$ cat config.mk
export PLATFORM = sky130hd
export DESIGN_NAME = acs_sequencer
export DESIGN_NICKNAME = d
export VERILOG_FILES = /design/src/acs_pkg.sv /design/src/acs_sequencer.sv
export SDC_FILE = /design/constraint.sdc
export NUM_CORES = 1
export LEC_CHECK = 0
export ABC_AREA = 1
export BUFFER_PORTS_ARGS = -buffer_cell sky130_fd_sc_hd__buf_4
export CORE_MARGIN = 2
export CORE_UTILIZATION = 30
export DETAILED_ROUTE_END_ITERATION = 10
export GPL_ROUTABILITY_DRIVEN = 0
export SETUP_SLACK_MARGIN = 0.5
export SYNTH_ARGS = -nofsm -noshare
export SYNTH_HDL_FRONTEND = slang
export SYNTH_SLANG_ARGS = --single-unit
$ cat constraint.sdc
create_clock -name clk_in -period 4.67 [get_ports clk_in]
set_clock_uncertainty 0.1 [all_clocks]
set_input_delay 0.467 -clock clk_in [delete_from_list [all_inputs] [get_ports clk_in]]
set_output_delay 0.467 -clock clk_in [all_outputs]
set_load 0.02 [all_outputs]
$ cat src/acs_pkg.sv
// constants of the autoscan converter sequencer
// What this block does
// - control bit selects continuous mode when set, single mode when clear
// - channels convert in turn from the start channel up to channel 7
// - start channel 7 converts only 7; start 3 converts 3 to 7
// - setting the run bit, by software or trigger, starts the scan
// - single mode clears the run bit after channel 7 and flags end
// - continuous mode restarts at the start channel until software stops it
// - every channel 7 completion raises an end of conversion request
// - each result overwrites its channel data register
// - pin and timer triggers are each gated by an enable, then ORed
// - continuous mode ignores all triggers after the starting one
// - triggers arriving while the run bit is set are ignored
// - channels 6 and 7 in range when below upper and at or above lower
// - out of range sets watchdog request and one of four top flags
// - four writable threshold registers at local addresses f8h to fbh
// - compare flags clear at reset and when watchdog pending is cleared
// - analog power bit clears at reset and on entry to halt
// - out of range sets watchdog pending, bit 6 of interrupt control
// - watchdog request is served before a simultaneous end of conversion
// - software clears pending flags; writing one raises a request
// - any control register write aborts the sequencer; it restarts only if the run bit is written
package acs_pkg;
	// ----------------------------------------------------------------
	// register offsets
	// ----------------------------------------------------------------
	localparam logic [7:0] CHANNEL0_RESULT = 8'hf0;
	localparam logic [7:0] CHANNEL1_RESULT = 8'hf1;
	localparam logic [7:0] CHANNEL2_RESULT = 8'hf2;
	localparam logic [7:0] LOWER6_THRESHOLD = 8'hf8;
	localparam logic [7:0] LOWER7_THRESHOLD = 8'hf9;
	localparam logic [7:0] UPPER6_THRESHOLD = 8'hfa;
	localparam logic [7:0] UPPER7_THRESHOLD = 8'hfb;
	localparam logic [7:0] COMPARE_RESULT_REG = 8'hfc;
	localparam logic [7:0] CONTROL_LOGIC_REG = 8'hfd;
	localparam logic [7:0] INTERRUPT_CONTROL_REG = 8'hfe;
	localparam logic [7:0] INTERRUPT_VECTOR_REG = 8'hff;
	// ----------------------------------------------------------------
	// field positions
	// ----------------------------------------------------------------
	localparam int CLR_RUN = 0;
	localparam int CLR_CONT = 1;
	localparam int CLR_POWER = 2;
	localparam int CLR_INT_EN = 3;
	localparam int CLR_EXT_EN = 4;
	localparam int CLR_SC_LSB = 5;
	localparam int ICR_EOC_MASK = 4;
	localparam int ICR_WD_MASK = 5;
	localparam int ICR_WD_PEND = 6;
	localparam int ICR_EOC_PEND = 7;
	localparam int IVR_SRC = 1;
	// ----------------------------------------------------------------
	// reset values and timing
	// ----------------------------------------------------------------
	localparam logic [7:0] CLR_RESET = 8'h00;
	localparam logic [2:0] PRESCALE_RESET = 3'h7;
	localparam logic [2:0] LAST_CHANNEL = 3'h7;
	localparam logic [2:0] WATCH_CHANNEL_A = 3'h6;
	localparam int CONV_BASE_CYCLES = 138;
	typedef enum logic {ACS_IDLE, ACS_CONVERT} acs_state_t;
endpackage : acs_pkg

$ cat src/acs_sequencer.sv
// autoscan sequencer, watchdog compare and interrupt flags of an 8-bit converter
`timescale 1ns/100ps
module acs_sequencer #(
	parameter int DATA_W = 8,
	parameter int CONV_BASE = acs_pkg::CONV_BASE_CYCLES
) (
	// clock and reset
	input wire logic clk_in,
	input wire logic rst_b_in,
	// register port
	input wire logic [7:0] addr_in,
	input wire logic [7:0] wr_data_in,
	input wire logic wr_in,
	input wire logic rd_in,
	output logic [7:0] rd_data_out,
	// triggers and system
	input wire logic ext_trigger_pin_in,
	input wire logic timer_trigger_in,
	input wire logic halt_in,
	// analog converter
	input wire logic [DATA_W-1:0] conv_result_in,
	output logic [2:0] channel_sel_out,
	output logic converting_out,
	output logic analog_power_on_out,
	// interrupt request to the core
	output logic irq_req_out,
	output logic irq_watchdog_out
);
	if (DATA_W != 8 || CONV_BASE < 1 || CONV_BASE > 255)
	begin : g_bad_param
		$error("acs_sequencer: unsupported parameters");
	end

	// ----------------------------------------------------------------
	// state
	// ----------------------------------------------------------------
	logic [7:0] result_reg [0:7];
	logic [7:0] lower6, lower7, upper6, upper7;
	logic [3:0] cmp_flags;
	logic [2:0] prescale;
	logic [2:0] start_channel;
	logic ext_trigger_en, int_trigger_en, continuous_select, conversion_run;
	logic end_conv_pending, watchdog_pending, eoc_mask, wd_mask;
	logic [3:0] icr_low;
	logic [4:0] vector_base;
	logic [2:0] chan;
	logic [11:0] conv_cnt;
	logic ext_prev, tmr_prev;
	logic [7:0] next_rd;
	acs_pkg::acs_state_t state;

	// ----------------------------------------------------------------
	// decode and events
	// ----------------------------------------------------------------
	logic clr_wr, icr_wr, crr_wr, wr_run;
	logic trig, start, done, done_last;
	logic over6, under6, over7, under7, wd_event;
	logic [11:0] conv_len;

	function automatic logic [4:0] fdf(input logic [2:0] pr);
		unique case (pr)
			3'h7: fdf = 5'h01;
			3'h6: fdf = 5'h04;
			3'h5: fdf = 5'h06;
			3'h4: fdf = 5'h08;
			3'h3: fdf = 5'h0a;
			3'h2: fdf = 5'h0c;
			3'h1: fdf = 5'h0e;
			3'h0: fdf = 5'h10;
		endcase
	endfunction : fdf

	assign clr_wr = wr_in && addr_in == acs_pkg::CONTROL_LOGIC_REG;
	assign icr_wr = wr_in && addr_in == acs_pkg::INTERRUPT_CONTROL_REG;
	assign crr_wr = wr_in && addr_in == acs_pkg::COMPARE_RESULT_REG;
	assign wr_run = wr_data_in[acs_pkg::CLR_RUN];
	assign conv_len = 12'(CONV_BASE) * {7'h00, fdf(prescale)};
	// gated sources ORed; edge on rising side after a low level
	assign trig = (ext_trigger_en && ext_trigger_pin_in && !ext_prev)
		|| (int_trigger_en && timer_trigger_in && !tmr_prev);
	// a trigger only starts an idle sequencer
	assign start = trig && !conversion_run && !clr_wr;
	assign done = state == acs_pkg::ACS_CONVERT && conv_cnt == conv_len - 12'h001;
	assign done_last = done && chan == acs_pkg::LAST_CHANNEL;
	// window compare on channels 6 and 7
	assign over6 = conv_result_in >= upper6;
	assign under6 = conv_result_in < lower6;
	assign over7 = conv_result_in >= upper7;
	assign under7 = conv_result_in < lower7;
	assign wd_event = done && chan[2:1] == 2'b11
		&& (chan[0] ? (over7 || under7) : (over6 || under6));

	// ----------------------------------------------------------------
	// trigger edge history
	// ----------------------------------------------------------------
	always_ff @(posedge clk_in)
	begin
		if (!rst_b_in)
		begin
			ext_prev <= 1'b1;
			tmr_prev <= 1'b1;
		end
		else
		begin
			ext_prev <= ext_trigger_pin_in;
			tmr_prev <= timer_trigger_in;
		end
	end

	// ----------------------------------------------------------------
	// control logic register
	// ----------------------------------------------------------------
	always_ff @(posedge clk_in)
	begin
		if (!rst_b_in)
		begin
			start_channel <= acs_pkg::CLR_RESET[7:5];
			ext_trigger_en <= 1'b0;
			int_trigger_en <= 1'b0;
			continuous_select <= 1'b0;
			analog_power_on_out <= 1'b0;
		end
		else
		begin
			if (clr_wr)
			begin
				start_channel <= wr_data_in[7:5];
				ext_trigger_en <= wr_data_in[acs_pkg::CLR_EXT_EN];
				int_trigger_en <= wr_data_in[acs_pkg::CLR_INT_EN];
				continuous_select <= wr_data_in[acs_pkg::CLR_CONT];
				analog_power_on_out <= wr_data_in[acs_pkg::CLR_POWER];
			end
			if (halt_in)
				analog_power_on_out <= 1'b0;
		end
	end

	// ----------------------------------------------------------------
	// sequencer
	// ----------------------------------------------------------------
	always_ff @(posedge clk_in)
	begin
		if (!rst_b_in)
		begin
			state <= acs_pkg::ACS_IDLE;
			conversion_run <= 1'b0;
			chan <= 3'h0;
			conv_cnt <= 12'h000;
		end
		else if (clr_wr)
		begin
			// abort; restart from the written start channel only if the run bit is written
			conv_cnt <= 12'h000;
			chan <= wr_data_in[7:5];
			conversion_run <= wr_run;
			state <= wr_run ? acs_pkg::ACS_CONVERT : acs_pkg::ACS_IDLE;
		end
		else
		begin
			unique case (state)
				acs_pkg::ACS_IDLE:
				begin
					conv_cnt <= 12'h000;
					if (start)
					begin
						conversion_run <= 1'b1;
						chan <= start_channel;
						state <= acs_pkg::ACS_CONVERT;
					end
				end
				acs_pkg::ACS_CONVERT:
				begin
					conv_cnt <= done ? 12'h000 : conv_cnt + 12'h001;
					if (done_last && continuous_select)
						chan <= start_channel;
					else if (done_last)
					begin
						conversion_run <= 1'b0;
						state <= acs_pkg::ACS_IDLE;
					end
					else if (done)
						chan <= chan + 3'h1;
				end
			endcase
		end
	end

	// ----------------------------------------------------------------
	// result and threshold registers
	// ----------------------------------------------------------------
	genvar gi;
	generate
		for (gi = 0; gi < 8; gi++)
		begin : g_result
			always_ff @(posedge clk_in)
			begin
				if (!rst_b_in)
					result_reg[gi] <= 8'h00;
				else if (done && chan == 3'(gi))
					result_reg[gi] <= conv_result_in;
				else if (wr_in && addr_in == acs_pkg::CHANNEL0_RESULT + 8'(gi))
					result_reg[gi] <= wr_data_in;
			end
		end
	endgenerate

	always_ff @(posedge clk_in)
	begin
		if (!rst_b_in)
		begin
			lower6 <= 8'h00;
			lower7 <= 8'h00;
			upper6 <= 8'hff;
			upper7 <= 8'hff;
		end
		else if (wr_in)
		begin
			if (addr_in == acs_pkg::LOWER6_THRESHOLD)
				lower6 <= wr_data_in;
			if (addr_in == acs_pkg::LOWER7_THRESHOLD)
				lower7 <= wr_data_in;
			if (addr_in == acs_pkg::UPPER6_THRESHOLD)
				upper6 <= wr_data_in;
			if (addr_in == acs_pkg::UPPER7_THRESHOLD)
				upper7 <= wr_data_in;
		end
	end

	// ----------------------------------------------------------------
	// compare flags and prescaler
	// ----------------------------------------------------------------
	logic [3:0] new_flags;
	assign new_flags = done ? {over7 && chan == 3'h7, over6 && chan == 3'h6,
		under7 && chan == 3'h7, under6 && chan == 3'h6} : 4'h0;

	always_ff @(posedge clk_in)
	begin
		if (!rst_b_in)
		begin
			cmp_flags <= 4'h0;
			prescale <= acs_pkg::PRESCALE_RESET;
		end
		else
		begin
			if (crr_wr)
				prescale <= wr_data_in[2:0];
			// new flags win over any clear in the same cycle
			if (icr_wr && !wr_data_in[acs_pkg::ICR_WD_PEND])
				cmp_flags <= new_flags;
			else if (crr_wr)
				cmp_flags <= wr_data_in[7:4] | new_flags;
			else
				cmp_flags <= cmp_flags | new_flags;
		end
	end

	// ----------------------------------------------------------------
	// interrupt control and vector
	// ----------------------------------------------------------------
	always_ff @(posedge clk_in)
	begin
		if (!rst_b_in)
		begin
			end_conv_pending <= 1'b0;
			watchdog_pending <= 1'b0;
			eoc_mask <= 1'b0;
			wd_mask <= 1'b0;
			icr_low <= 4'h0;
			vector_base <= 5'h00;
		end
		else
		begin
			if (icr_wr)
			begin
				eoc_mask <= wr_data_in[acs_pkg::ICR_EOC_MASK];
				wd_mask <= wr_data_in[acs_pkg::ICR_WD_MASK];
				icr_low <= wr_data_in[3:0];
			end
			if (wr_in && addr_in == acs_pkg::INTERRUPT_VECTOR_REG)
				vector_base <= wr_data_in[7:3];
			// software may write ones; hardware set wins over clear
			end_conv_pending <= done_last
				|| (icr_wr ? wr_data_in[acs_pkg::ICR_EOC_PEND] : end_conv_pending);
			watchdog_pending <= wd_event
				|| (icr_wr ? wr_data_in[acs_pkg::ICR_WD_PEND] : watchdog_pending);
		end
	end

	always_ff @(posedge clk_in)
	begin
		if (!rst_b_in)
		begin
			irq_req_out <= 1'b0;
			irq_watchdog_out <= 1'b0;
		end
		else
		begin
			irq_req_out <= (watchdog_pending && wd_mask) || (end_conv_pending && eoc_mask);
			// watchdog first, end of conversion stays pending
			irq_watchdog_out <= watchdog_pending && wd_mask;
		end
	end

	// ----------------------------------------------------------------
	// converter outputs and read port
	// ----------------------------------------------------------------
	always_ff @(posedge clk_in)
	begin
		if (!rst_b_in)
		begin
			channel_sel_out <= 3'h0;
			converting_out <= 1'b0;
		end
		else
		begin
			channel_sel_out <= chan;
			converting_out <= state == acs_pkg::ACS_CONVERT;
		end
	end

	always_comb
	begin
		next_rd = 8'h00;
		if (addr_in[7:3] == acs_pkg::CHANNEL0_RESULT[7:3])
			next_rd = result_reg[addr_in[2:0]];
		else
		begin
			unique case (addr_in)
				acs_pkg::LOWER6_THRESHOLD: next_rd = lower6;
				acs_pkg::LOWER7_THRESHOLD: next_rd = lower7;
				acs_pkg::UPPER6_THRESHOLD: next_rd = upper6;
				acs_pkg::UPPER7_THRESHOLD: next_rd = upper7;
				acs_pkg::COMPARE_RESULT_REG: next_rd = {cmp_flags, 1'b1, prescale};
				acs_pkg::CONTROL_LOGIC_REG: next_rd = {start_channel, ext_trigger_en,
					int_trigger_en, analog_power_on_out, continuous_select, conversion_run};
				acs_pkg::INTERRUPT_CONTROL_REG: next_rd = {end_conv_pending,
					watchdog_pending, wd_mask, eoc_mask, icr_low};
				acs_pkg::INTERRUPT_VECTOR_REG: next_rd = {vector_base, 1'b0,
					!(watchdog_pending && wd_mask), 1'b0};
				default: next_rd = 8'h00;
			endcase
		end
	end

	always_ff @(posedge clk_in)
	begin
		if (!rst_b_in)
			rd_data_out <= 8'h00;
		else if (rd_in)
			rd_data_out <= next_rd;
		else
			rd_data_out <= 8'h00;
	end
endmodule : acs_sequencer

==> impl_metrics.yaml <==
setup_path:
  crit_arrival_ns: 3.76
  r2r_setup_slack_ns: 0.94
  r2r_end: "result_reg[1][0]$_DFFE_PP_"
  cp-start-kind: "register"
  path_class: "reg -> reg"
  r2r_cells: 23
  path_max_fanout: 8
  required_ns: 4.70
  crit_path_end_kind: "register"
place:
  place_ws_ns: 0.633
  dp_hpwl_um: 21300
  dp_cells: 1599
  port_buffers: 45
sta:
  rsz0062_at_grt: "false"
  period_minus_slack_ns: 3.73
  final.period_utilization: 0.799
  tightest_slew_ns: 0.856
  hold_violations: 0
  max_freq_mhz: 268
  setup_ws_ns: 0.937
  slew_headroom: 0.427
  setup_viol: 0
  slew_violations: 0
  setup_tns_ns: 0
clock_tree:
  clkTransAtPathRegs_ns: 0.07
  cts_sinks: 161
  cts_tree: "built"
  htree_levels: 4
  insertion_delay_ns: 0.45
  cts-buffers-inserted: 17
  hold_buffers: 0
  cts-root-buf: "clkbuf_16"
  clockBufferDepth: 2
status:
  status: "completed"
pwr:
  total_power_mw: 3.26
  p_leak_nw: 4.55
  ir_worst_vdd_mv: 0.286
  p_per_area_nw_per_um2: 308
logic_synthesis:
  ys.warnings.count: 0
  synth_seq_cells: 161
  syn_nets: 1267
  avgSynthCellArea_um2: 7.74
  synth-main-ff-cell: "dfxtp_1"
  synth_edf_count: 64
  synth_area_um2: 9180
  async_flop_share: 0
  ys_seq_area_frac: 0.421
  netlist_instances: 1185
  ys_types: 51
drt:
  vias: 8474
  antenna_left: 0
  avgRoutedWirePerCell_um: 17.9
  drtIter0Drc: 958
  first_pass_iters: 5
  routed_wl_um: 29200
  route.detailed.drc: 0
  viasPerCell: 5.19
finish:
  drive_above_1_share: 0.110
  areaGrowthSynthToFinish_pct: 15.3
  fillCellCount: 3133
  fin_cells: 1632
  largest_register_ff_count: 64
  nets: 1304
  multi_input_comb_area_um2: 4590
  seq_area_um2: 3860
  layout_common_cells: "264 x nand2_1, 154 x inv_1, 127 x nand3_1, 96 x dfxtp_1, 74 x nor2_1"
  final_common_cell: "nand2_1"
min_path:
  min-delay-start: "timer_trigger_in"
  hold_depth: 3
  whs_endpoint: "tmr_prev$_SDFF_PN1_"
  hold_class: "in -> reg"
floorplanning:
  initial_utilization: 0.302
  ioPinCount: 46
  core_um2: 30300
  die_w_um: 179
  die_y_um: 179
  die_area_um2: 32000
  rows: 64
global_route:
  grt_max_degree: 66
  grt.total_usage: 0.187
  antenna_found_initial: 1
  grt_first_pass_wirelength_um: 45100
  first_global_vias: 7770
  grt_overflow_total: 0
flow_run:
  drv_cap: 0
[area by class of cell]
type                    count  share of cell area
diodes                      1            0.000237
clock buffers              17              0.0402
clock inverters            15              0.0189
inverters                 166              0.0592
multi-input cells         826               0.434
flip-flops and latches    161               0.365
well taps                 396              0.0469
repair buffers             50              0.0355
[worst max-delay path by stage]
stage	from	to	slack [ns]	depth (start not counted)
3_5_place_dp	register	result_reg[6][6]$_DFFE_PP_	0.63	25
6_report	register	result_reg[1][0]$_DFFE_PP_	0.94	23
4_1_cts	register	result_reg[6][2]$_DFFE_PP_	0.62	25
5_1_grt	register	result_reg[1][0]$_DFFE_PP_	0.52	23
3_3_place_gp	register	result_reg[6][2]$_DFFE_PP_	0.74	25
2_1_floorplan	register	result_reg[6][0]$_DFFE_PP_	1.11	25
[worst max-delay path: stages (launching register included)]
cell and delay (ns):
dfxtp_2 0.41, ha_1 0.17, ha_1 0.14, inv_1 0.05, fa_1 0.35, inv_1 0.07, ha_1 0.24, nand2_1 0.10
nand2_1 0.08, nand2_1 0.10, nand2_1 0.07, nand2_1 0.10, inv_2 0.05, nor2_1 0.16, nand3_1 0.10, nand2_1 0.10
nand2_1 0.06, nor2_1 0.12, nand2_1 0.09, nor2_2 0.20, nand3_2 0.16, nand2_1 0.10, inv_1 0.11, nand2_2 0.20
[Yosys cell counts (5+ instances only)]
master / count / area, um^2
nand3_1: 127 / 636
buf_1: 9 / 33.8
inv_1: 154 / 578
o211ai_1: 24 / 180
o21ai_1: 12 / 60.1
nor2_1: 74 / 278
dfxtp_1: 97 / 1940
nor2_2: 9 / 56.3
inv_2: 9 / 33.8
nor2_4: 6 / 67.6
nand2_2: 5 / 31.3
clkbuf_1: 20 / 75.1
o22ai_1: 12 / 75.1
nand4_1: 11 / 68.8
o21ai_0: 72 / 360
ha_1: 50 / 626
edfxtp_1: 64 / 1920
nor3_1: 12 / 60.1
a21oi_1: 55 / 275
a221oi_1: 15 / 131
a22oi_1: 26 / 195
nand3_2: 5 / 50.1
nand2_1: 265 / 995
[repair_timing]
action,4_1_cts,5_1_grt
hold endpoints to repair,0,0
endpoints found under the setup margin,0,65
buffers inserted,0,0
resized for setup,0,13
[routing by layer]
metal / track usage / wire, um / share of wire / vias up
li1: - / - / - / 4096
met1: 0.256 / 13000 / 0.44 / 3917
met2: 0.283 / 12800 / 0.44 / 384
met3: 0.0307 / 2090 / 0.072 / 77
met4: 0.0962 / 1320 / 0.045 / 0
met5: 0 / 0 / 0 / -
[metrics by stage]
stage	hold slack [ns]	instance area, um^2	utilization
global placement	0.343	9920	0.327
global route	0.131	10600	0.348
CTS	0.116	10500	0.348
floorplan	0.325	9180	-
detailed placement	0.347	9920	0.327
finish	0.133	10600	0.348
[logic make-up after synthesis]
group,after synthesis,share of synthesized area
simple gates,535,0.266
flops,161,0.421
fa+ha+maj,51,0.0704
compound gates,234,0.155
buf+inv,198,0.0817
xor+xnor,6,0.00655
[where the power goes]
part,internal (mW),total (mW),switching [mW]
combinational,0.0693,0.255,0.186
clock,0.858,1.49,0.636
sequential,1.49,1.51,0.0213
No activity file was read; power rests on OpenSTA's default activity.
